### src/logic/xdata_ext_pkg.sv
// shared constants for the xdata address extension and fast port block
`default_nettype none

package xdata_ext_pkg;

  // fast port set: ports 0-6, 12 and 15, eight pins each
  localparam int NPORT = 9;
  localparam int PIN_W = 8;
  localparam int NPIN  = NPORT * PIN_W;
  localparam int PORT_IDX_W = 4;

  // core special register addresses
  localparam logic [7:0] SFR_POINTER_SELECT = 8'h86;
  localparam logic [7:0] SFR_POINTER0_HIGH  = 8'h93;
  localparam logic [7:0] SFR_POINTER1_HIGH  = 8'h95;
  localparam logic [7:0] SFR_INDIRECT_TOP   = 8'hEB;
  localparam logic [7:0] SFR_INDIRECT_MID   = 8'hA1;
  // per-port blocks, one address per port in list order 0-6, 12, 15
  localparam logic [7:0] SFR_FAST_DATA_BASE  = 8'hC0;
  localparam logic [7:0] SFR_PIN_LEVEL_BASE  = 8'hC9;
  localparam logic [7:0] SFR_OWNER_SEL_BASE  = 8'hD2;

  // field positions and reset values
  localparam int         POINTER_SELECT_BIT = 0;
  localparam logic [7:0] REG_RESET          = 8'h00;
  localparam logic [7:0] SFR_UNMAPPED_RD    = 8'h00;
  localparam logic [7:0] XDATA_UNMAPPED_RD  = 8'hFF;

  // xdata regions
  localparam int NREGION = 8;
  localparam int XADDR_W = 24;
  localparam int REGION_SRAM     = 0;
  localparam int REGION_CLOCKING = 1;
  localparam int REGION_INTCTRL  = 2;
  localparam int REGION_PORTCTRL = 3;
  localparam int REGION_EEPROM   = 4;
  localparam int REGION_DIGCFG   = 5;
  localparam int REGION_ECC      = 6;
  localparam int REGION_EXTMEM   = 7;

  localparam logic [XADDR_W-1:0] REGION_LO [NREGION] = '{
    24'h000000, 24'h004000, 24'h004400, 24'h005000,
    24'h008000, 24'h010000, 24'h080000, 24'h800000
  };
  localparam logic [XADDR_W-1:0] REGION_HI [NREGION] = '{
    24'h001FFF, 24'h0042FF, 24'h0044FF, 24'h0051FF,
    24'h008FFF, 24'h01FFFF, 24'h081FFF, 24'hFFFFFF
  };

endpackage : xdata_ext_pkg

`default_nettype wire

### src/logic/xdata_ext_sfr.sv
// xdata address extension, region decode and fast port registers
`default_nettype none

// Functional notes
// - pointer select picks first or second pointer
// - extension bytes apply only to external-data moves
// - pointer moves take top byte from paired register
// - indirect moves use top and middle byte registers
// - external data address is 24 bits wide
// - each fast port has data, owner, level registers
// - owner bit set: pin follows fast data bit
// - owner bit clear: pin follows hub data bit
// - pin level register is read-only live state
// - fast path covers subset; hub covers all ports
// - 0x000000-0x001FFF selects static RAM
// - 0x004000-0x0042FF selects clocking registers
// - 0x004400-0x0044FF selects interrupt controller
// - 0x005000-0x0051FF selects port control registers
// - 0x008000-0x008FFF selects EEPROM array
// - 0x010000-0x01FFFF selects interconnect configuration
// - 0x080000-0x081FFF selects ECC byte storage
// - 0x800000-0xFFFFFF goes to external memory port
module xdata_ext_sfr
  import xdata_ext_pkg::*;
(
  input  wire logic                  i_clk,
  input  wire logic                  i_srst,
  // special register access from the core
  input  wire logic [7:0]            i_sfr_addr,
  input  wire logic                  i_sfr_wr,
  input  wire logic                  i_sfr_rd,
  input  wire logic [7:0]            i_sfr_wdata,
  output logic      [7:0]            o_sfr_rdata,
  output logic                       o_sfr_ack,
  // external data move from the core
  input  wire logic                  i_xd_req,
  input  wire logic                  i_xd_we,
  input  wire logic                  i_xd_indirect,
  input  wire logic [15:0]           i_dptr0,
  input  wire logic [15:0]           i_dptr1,
  input  wire logic [7:0]            i_rx_low,
  input  wire logic [7:0]            i_xd_wdata,
  output logic      [7:0]            o_xd_rdata,
  output logic                       o_xd_done,
  output logic                       o_pointer_select,
  // decoded targets
  output logic      [XADDR_W-1:0]    o_tgt_addr,
  output logic      [NREGION-1:0]    o_tgt_sel,
  output logic                       o_tgt_we,
  output logic                       o_tgt_re,
  output logic      [7:0]            o_tgt_wdata,
  input  wire logic [NREGION*8-1:0]  i_tgt_rdata,
  // port pins
  input  wire logic [NPIN-1:0]       i_hub_port_output_data,
  input  wire logic [NPIN-1:0]       i_pin,
  output logic      [NPIN-1:0]       o_pin_out
);

  // index of a per-port register, with a hit flag on top
  function automatic logic [PORT_IDX_W:0] port_hit(
    input logic [7:0] addr,
    input logic [7:0] base
  );
    logic [7:0] diff;
    diff = addr - base;
    if (addr >= base && diff < 8'(NPORT))
      port_hit = {1'b1, diff[PORT_IDX_W-1:0]};
    else
      port_hit = '0;
  endfunction : port_hit

  // one-hot region of an xdata address, zero when unmapped
  function automatic logic [NREGION-1:0] region_of(
    input logic [XADDR_W-1:0] addr
  );
    region_of = '0;
    for (int r = 0; r < NREGION; r++)
      if (addr >= REGION_LO[r] && addr <= REGION_HI[r])
        region_of[r] = 1'b1;
  endfunction : region_of

  logic                      pointer_select;
  logic [7:0]                pointer0_high_byte;
  logic [7:0]                pointer1_high_byte;
  logic [7:0]                indirect_top_byte;
  logic [7:0]                indirect_middle_byte;
  logic [PIN_W-1:0]          port_fast_output_data   [NPORT];
  logic [PIN_W-1:0]          port_fast_owner_select  [NPORT];
  logic [NPIN-1:0]           pin_level;

  logic [PORT_IDX_W:0]       data_hit;
  logic [PORT_IDX_W:0]       level_hit;
  logic [PORT_IDX_W:0]       owner_hit;
  logic [7:0]                next_sfr_rdata;
  logic                      next_sfr_ack;
  logic [XADDR_W-1:0]        next_xd_addr;
  logic [NREGION-1:0]        next_sel;
  logic [7:0]                next_xd_rdata;
  logic                      pending_rd;
  logic                      pending_req;

  assign data_hit  = port_hit(i_sfr_addr, SFR_FAST_DATA_BASE);
  assign level_hit = port_hit(i_sfr_addr, SFR_PIN_LEVEL_BASE);
  assign owner_hit = port_hit(i_sfr_addr, SFR_OWNER_SEL_BASE);

  assign o_pointer_select = pointer_select;

  // address extension and pointer select registers
  always_ff @(posedge i_clk)
  begin
    if (i_srst)
    begin
      pointer_select       <= 1'b0;
      pointer0_high_byte   <= REG_RESET;
      pointer1_high_byte   <= REG_RESET;
      indirect_top_byte    <= REG_RESET;
      indirect_middle_byte <= REG_RESET;
    end
    else if (i_sfr_wr)
    begin
      unique case (i_sfr_addr)
        SFR_POINTER_SELECT:
          pointer_select <= i_sfr_wdata[POINTER_SELECT_BIT];
        SFR_POINTER0_HIGH:
          pointer0_high_byte <= i_sfr_wdata;
        SFR_POINTER1_HIGH:
          pointer1_high_byte <= i_sfr_wdata;
        SFR_INDIRECT_TOP:
          indirect_top_byte <= i_sfr_wdata;
        SFR_INDIRECT_MID:
          indirect_middle_byte <= i_sfr_wdata;
        default:
        begin
        end
      endcase
    end
  end

  // fast port data and owner registers; pin level has no write path
  always_ff @(posedge i_clk)
  begin
    if (i_srst)
    begin
      for (int k = 0; k < NPORT; k++)
      begin
        port_fast_output_data[k]  <= REG_RESET;
        port_fast_owner_select[k] <= REG_RESET;
      end
    end
    else if (i_sfr_wr)
    begin
      if (data_hit[PORT_IDX_W])
        port_fast_output_data[data_hit[PORT_IDX_W-1:0]] <= i_sfr_wdata;
      if (owner_hit[PORT_IDX_W])
        port_fast_owner_select[owner_hit[PORT_IDX_W-1:0]] <= i_sfr_wdata;
    end
  end

  // special register read mux
  always_comb
  begin
    next_sfr_rdata = SFR_UNMAPPED_RD;
    next_sfr_ack   = 1'b1;
    if (data_hit[PORT_IDX_W])
      next_sfr_rdata = port_fast_output_data[data_hit[PORT_IDX_W-1:0]];
    else if (owner_hit[PORT_IDX_W])
      next_sfr_rdata = port_fast_owner_select[owner_hit[PORT_IDX_W-1:0]];
    else if (level_hit[PORT_IDX_W])
      next_sfr_rdata = pin_level[level_hit[PORT_IDX_W-1:0]*PIN_W +: PIN_W];
    else
    begin
      unique case (i_sfr_addr)
        SFR_POINTER_SELECT:
          next_sfr_rdata = {7'h00, pointer_select};
        SFR_POINTER0_HIGH:
          next_sfr_rdata = pointer0_high_byte;
        SFR_POINTER1_HIGH:
          next_sfr_rdata = pointer1_high_byte;
        SFR_INDIRECT_TOP:
          next_sfr_rdata = indirect_top_byte;
        SFR_INDIRECT_MID:
          next_sfr_rdata = indirect_middle_byte;
        default:
          next_sfr_ack = 1'b0;
      endcase
    end
  end

  always_ff @(posedge i_clk)
  begin
    if (i_srst)
    begin
      o_sfr_rdata <= SFR_UNMAPPED_RD;
      o_sfr_ack   <= 1'b0;
    end
    else
    begin
      o_sfr_rdata <= i_sfr_rd ? next_sfr_rdata : SFR_UNMAPPED_RD;
      o_sfr_ack   <= (i_sfr_rd | i_sfr_wr) & next_sfr_ack;
    end
  end

  // 24-bit address formation, registered every cycle whether or not a move is requested
  always_comb
  begin
    if (i_xd_indirect)
      next_xd_addr = {indirect_top_byte, indirect_middle_byte, i_rx_low};
    else if (pointer_select)
      next_xd_addr = {pointer1_high_byte, i_dptr1};
    else
      next_xd_addr = {pointer0_high_byte, i_dptr0};
  end

  assign next_sel = region_of(next_xd_addr);

  // stage one: present address and strobes to the decoded target
  always_ff @(posedge i_clk)
  begin
    if (i_srst)
    begin
      o_tgt_addr  <= '0;
      o_tgt_sel   <= '0;
      o_tgt_we    <= 1'b0;
      o_tgt_re    <= 1'b0;
      o_tgt_wdata <= REG_RESET;
      pending_rd  <= 1'b0;
    end
    else
    begin
      o_tgt_addr  <= next_xd_addr;
      o_tgt_sel   <= i_xd_req ? next_sel : '0;
      o_tgt_we    <= i_xd_req & i_xd_we & (|next_sel);
      o_tgt_re    <= i_xd_req & ~i_xd_we & (|next_sel);
      o_tgt_wdata <= i_xd_wdata;
      pending_rd  <= i_xd_req & ~i_xd_we;
    end
  end

  // move in flight, so an unmapped move still completes
  always_ff @(posedge i_clk)
  begin
    if (i_srst)
      pending_req <= 1'b0;
    else
      pending_req <= i_xd_req;
  end

  // read return from the selected target
  always_comb
  begin
    next_xd_rdata = XDATA_UNMAPPED_RD;
    for (int r = 0; r < NREGION; r++)
      if (o_tgt_sel[r])
        next_xd_rdata = i_tgt_rdata[r*8 +: 8];
  end

  // stage two: answer to the core
  always_ff @(posedge i_clk)
  begin
    if (i_srst)
    begin
      o_xd_rdata <= XDATA_UNMAPPED_RD;
      o_xd_done  <= 1'b0;
    end
    else
    begin
      o_xd_done <= pending_req;
      if (pending_rd)
        o_xd_rdata <= next_xd_rdata;
    end
  end

  // pin sensing
  pin_level_sync #(
    .W (NPIN)
  ) u_pin_sync (
    .i_clk   (i_clk),
    .i_srst  (i_srst),
    .i_async (i_pin),
    .o_level (pin_level)
  );

  // per-pin owner choice between fast data and hub data
  always_ff @(posedge i_clk)
  begin
    if (i_srst)
      o_pin_out <= '0;
    else
    begin
      for (int k = 0; k < NPORT; k++)
        for (int b = 0; b < PIN_W; b++)
          o_pin_out[k*PIN_W+b] <= port_fast_owner_select[k][b]
            ? port_fast_output_data[k][b]
            : i_hub_port_output_data[k*PIN_W+b];
    end
  end

endmodule : xdata_ext_sfr

`default_nettype wire

### src/logic/pin_level_sync.sv
// three-stage pin synchroniser with agreement filter
`default_nettype none

module pin_level_sync #(
  parameter int W = 8
) (
  input  wire logic         i_clk,
  input  wire logic         i_srst,
  input  wire logic [W-1:0] i_async,
  output logic      [W-1:0] o_level
);

  logic [W-1:0] stage1;
  logic [W-1:0] stage2;
  logic [W-1:0] stage3;
  logic [W-1:0] differ;

  assign differ = stage2 ^ stage3;

  always_ff @(posedge i_clk)
  begin
    if (i_srst)
    begin
      stage1 <= '0;
      stage2 <= '0;
      stage3 <= '0;
    end
    else
    begin
      stage1 <= i_async;
      stage2 <= stage1;
      stage3 <= stage2;
    end
  end

  // a bit moves only when the last two stages agree
  always_ff @(posedge i_clk)
  begin
    if (i_srst)
      o_level <= '0;
    else
      o_level <= (stage3 & ~differ) | (o_level & differ);
  end

endmodule : pin_level_sync

`default_nettype wire

### config.mk
export PLATFORM = sky130hd
export DESIGN_NAME = xdata_ext_sfr
export DESIGN_NICKNAME = d
export VERILOG_FILES = /design/src/logic/xdata_ext_pkg.sv /design/src/logic/xdata_ext_sfr.sv /design/src/logic/pin_level_sync.sv
export SDC_FILE = /design/constraint.sdc
export NUM_CORES = 1
export LEC_CHECK = 0
export BUFFER_PORTS_ARGS = -buffer_cell sky130_fd_sc_hd__buf_2
export CORE_MARGIN = 4
export CORE_UTILIZATION = 39
export DETAILED_ROUTE_END_ITERATION = 10
export GPL_TIMING_DRIVEN = 0
export MAX_ROUTING_LAYER = met4
export PLACE_DENSITY_LB_ADDON = 0.15
export SLEW_MARGIN = 20
export SYNTH_ARGS = -nofsm -noshare
export SYNTH_HDL_FRONTEND = slang
export SYNTH_SLANG_ARGS = --single-unit
### constraint.sdc
create_clock -name i_clk -period 8.63 [get_ports i_clk]
set_input_delay 0.863 -clock i_clk [delete_from_list [all_inputs] [get_ports i_clk]]
set_output_delay 0.863 -clock i_clk [all_outputs]
set_load 0.01 [all_outputs]
==> impl_metrics.toml <==
[outcome]
status = "finished clean"

[cts]
root_buffer = "clkbuf_16"
clk_pin_slew_ns = 0.06
cts_setup_buffers = 0
htree_levels = 3
cts_sinks = 647
cts_buffers = 69
clkLatencyLatePin_ns = 0.61
cts_max_path_buffers = 3
post_cts_resized = 0
cts_hold_buf = 0
cts_tree = "done"

[synthesis]
synthesis.nets = 2561
synth_edf_count = 192
syn_inst = 2274
netlist_area_um2 = 25000
synth_cell_types = 83
ys_warn_count = 0
synth_seq_cells = 647
seq_area_frac_synth_pct = 59.5
synth_ff_type = "dfxtp_1"
syn_avg_cell_area_um2 = 11.0
synthArstFlopShare_pct = 0

[place]
placedCellCount = 3529
hpwl_um = 63700
io_buffers = 409
place.gp.congestion = 0.958

[routing]
dr.pass1.iters = 5
drc = 0
drt_wl_total_um = 84800
drtIter0Drc = 1547
avgViaCountPerCell = 5.20
antenna_left = 0
wl_per_cell_um = 23.2
via_count = 19059

[final_layout]
final_net_count = 3041
fillers = 5953
drive_above_1_share_pct = 22.5
area_delta_synth_final_pct = 21.6
final_common_cell = "dfxtp_1"
finalNonFillerCells = 3664
final_cell_mix = "dfxtp_1, buf_2, nor2b_1, edfxtp_1, nand2_1"

[global_routing]
antenna_found_initial = 9
grt_pass1_wl_um = 121000
gr-total-overflow = 0
grt_max_degree = 15
globalRouteTotalUtil_pct = 24.8
grt_pass1_vias = 18858

[timing]
finalHoldViolCount = 0
period_needed_ns = 5.32
hold-worst-slack_ns = 0.420
rsz0062_at_grt = "no"
final_max_slew_viol_count = 0
finalSetupViolCount = 0
tns_ns = 0
max_slew_margin_pct = 21.1
worst_slew_pin_slew_ns = 1.18
fmax_mhz = 188
skew_ns = 0.0271
finalCritPeriodShare_pct = 61.6

[floorplan]
num_rows = 92
fp.dieH_um = 261
dieArea_um2 = 68300
fp.dieW_um = 261
pin_count = 412
start_util_pct = 39.5
core-area_um2 = 63300

[worst_setup_path]
path_common_cell = "buf_2"
startpoint_type = "input port"
crit_arrival_ns = 5.63
worst_ep_required_time_ns = 8.94
cp_slowest_cell = "clkbuf_1"
end_kind = "register"
crit_chain = "buf_2 -> buf_2 -> inv_1 -> clkbuf_1 -> clkbuf_1 -> ha_1 -> nand2b_1 -> a21oi_2 -> buf_2 -> buf_2 -> nand3_1 -> nor2_1 -> or2_2"
path_class = "input port to register"
critPathMaxFanout = 12
cpPeakStageDelay_ns = 0.79

[power]
leakagePower_nw = 11.9
ir_drop_mv = 0.127
cellPowerDensity_nw_per_um2 = 222
p_total_mw = 6.76

[hold_path]
hold_path.class = "register to register"

[run]
cap_viol_max_count = 0
[critical path, delay by kind of cell]
kind	cells	cell delay (ns)
AND/OR/NAND/NOR	4	1.23
buffers and inverters	7	2.62
AO/OA/AOI/OAI	1	0.50
adder cells (fa/ha/maj)	1	0.39
[through the flow]
stage                     instance area, µm²  util [%]  worst slack (ns)
final                                  30400      48.1              3.31
after global routing                   30400      48.1              3.13
after CTS                              30400      48.0              3.53
after detailed placement               28100      44.4              2.89
after global placement                 28100      44.4              2.89
after floorplan                        25000         -              4.80
[layer usage]
metal	track usage, %	wire length [µm]
met1	30.5	34300
met2	41.7	42300
met3	4.04	5540
met4	8.39	2650
met5	-	0
[final timing paths]
path	startpoint	slack, ns	to	cells past startpoint
worst max register to register	o_pointer_select	5.56	o_sfr_rdata[0]	7
worst max-delay path	i_sfr_addr[0]	3.31	port_fast_output_data[5][1]	13
worst min register to register	u_pin_sync.stage1[46]	0.42	u_pin_sync.stage2[46]	1
worst min-delay path	u_pin_sync.stage1[46]	0.42	u_pin_sync.stage2[46]	1
[cell families after synthesis]
kind of cell,share of synthesized area [%]
fa+ha+maj,0.440
flops,59.5
compound gates,10.3
mux,8.59
buf+inv,2.51
simple gates,18.3
xor+xnor,0.445
[final cells by class]
class                   instances  area (µm²)  share of cell area, %
diodes                          8        20.0                 0.0658
clock buffers                 100        2020                   6.63
well taps                     846        1060                   3.48
flip-flops and latches        647       14900                   48.9
clock inverters                27         255                  0.839
inverters                      23        86.3                  0.284
multi-input cells            1472        9520                   31.3
repair buffers                409        2050                   6.73
plain buffers                 132         543                   1.78
[power breakdown]
group          leakage, nW  internal (mW)  switching, mW
Combinational         5.30          0.188          0.302
Sequential            5.53           3.24         0.0673
Clock                 1.12           1.73           1.23
[cells in the mapped netlist (all sizes together), types with 8 or more instances]
cell type  instances  area share [%]
o311ai            12            0.42
a21oi            157             3.2
and3              10            0.25
nand2b            10            0.25
and2             154             3.9
inv               23            0.35
clkbuf            94             1.4
or2               19            0.48
dfxtp            455              36
mux4              34             3.1
a221oi            14            0.52
nor3b              9            0.27
a211oi            20            0.60
edfxtp           192              23
nor2             162             2.4
mux2i            118             4.7
o21ai            136             2.7
buf               38            0.75
a31oi             11            0.28
a22oi             14            0.44
nand2            164             2.5
nor2b            245             6.1
nand3             46            0.92
nor3              19            0.42
mux2              18            0.81
ha                 8            0.40
Note: power is estimated with default switching activity, not from simulation.
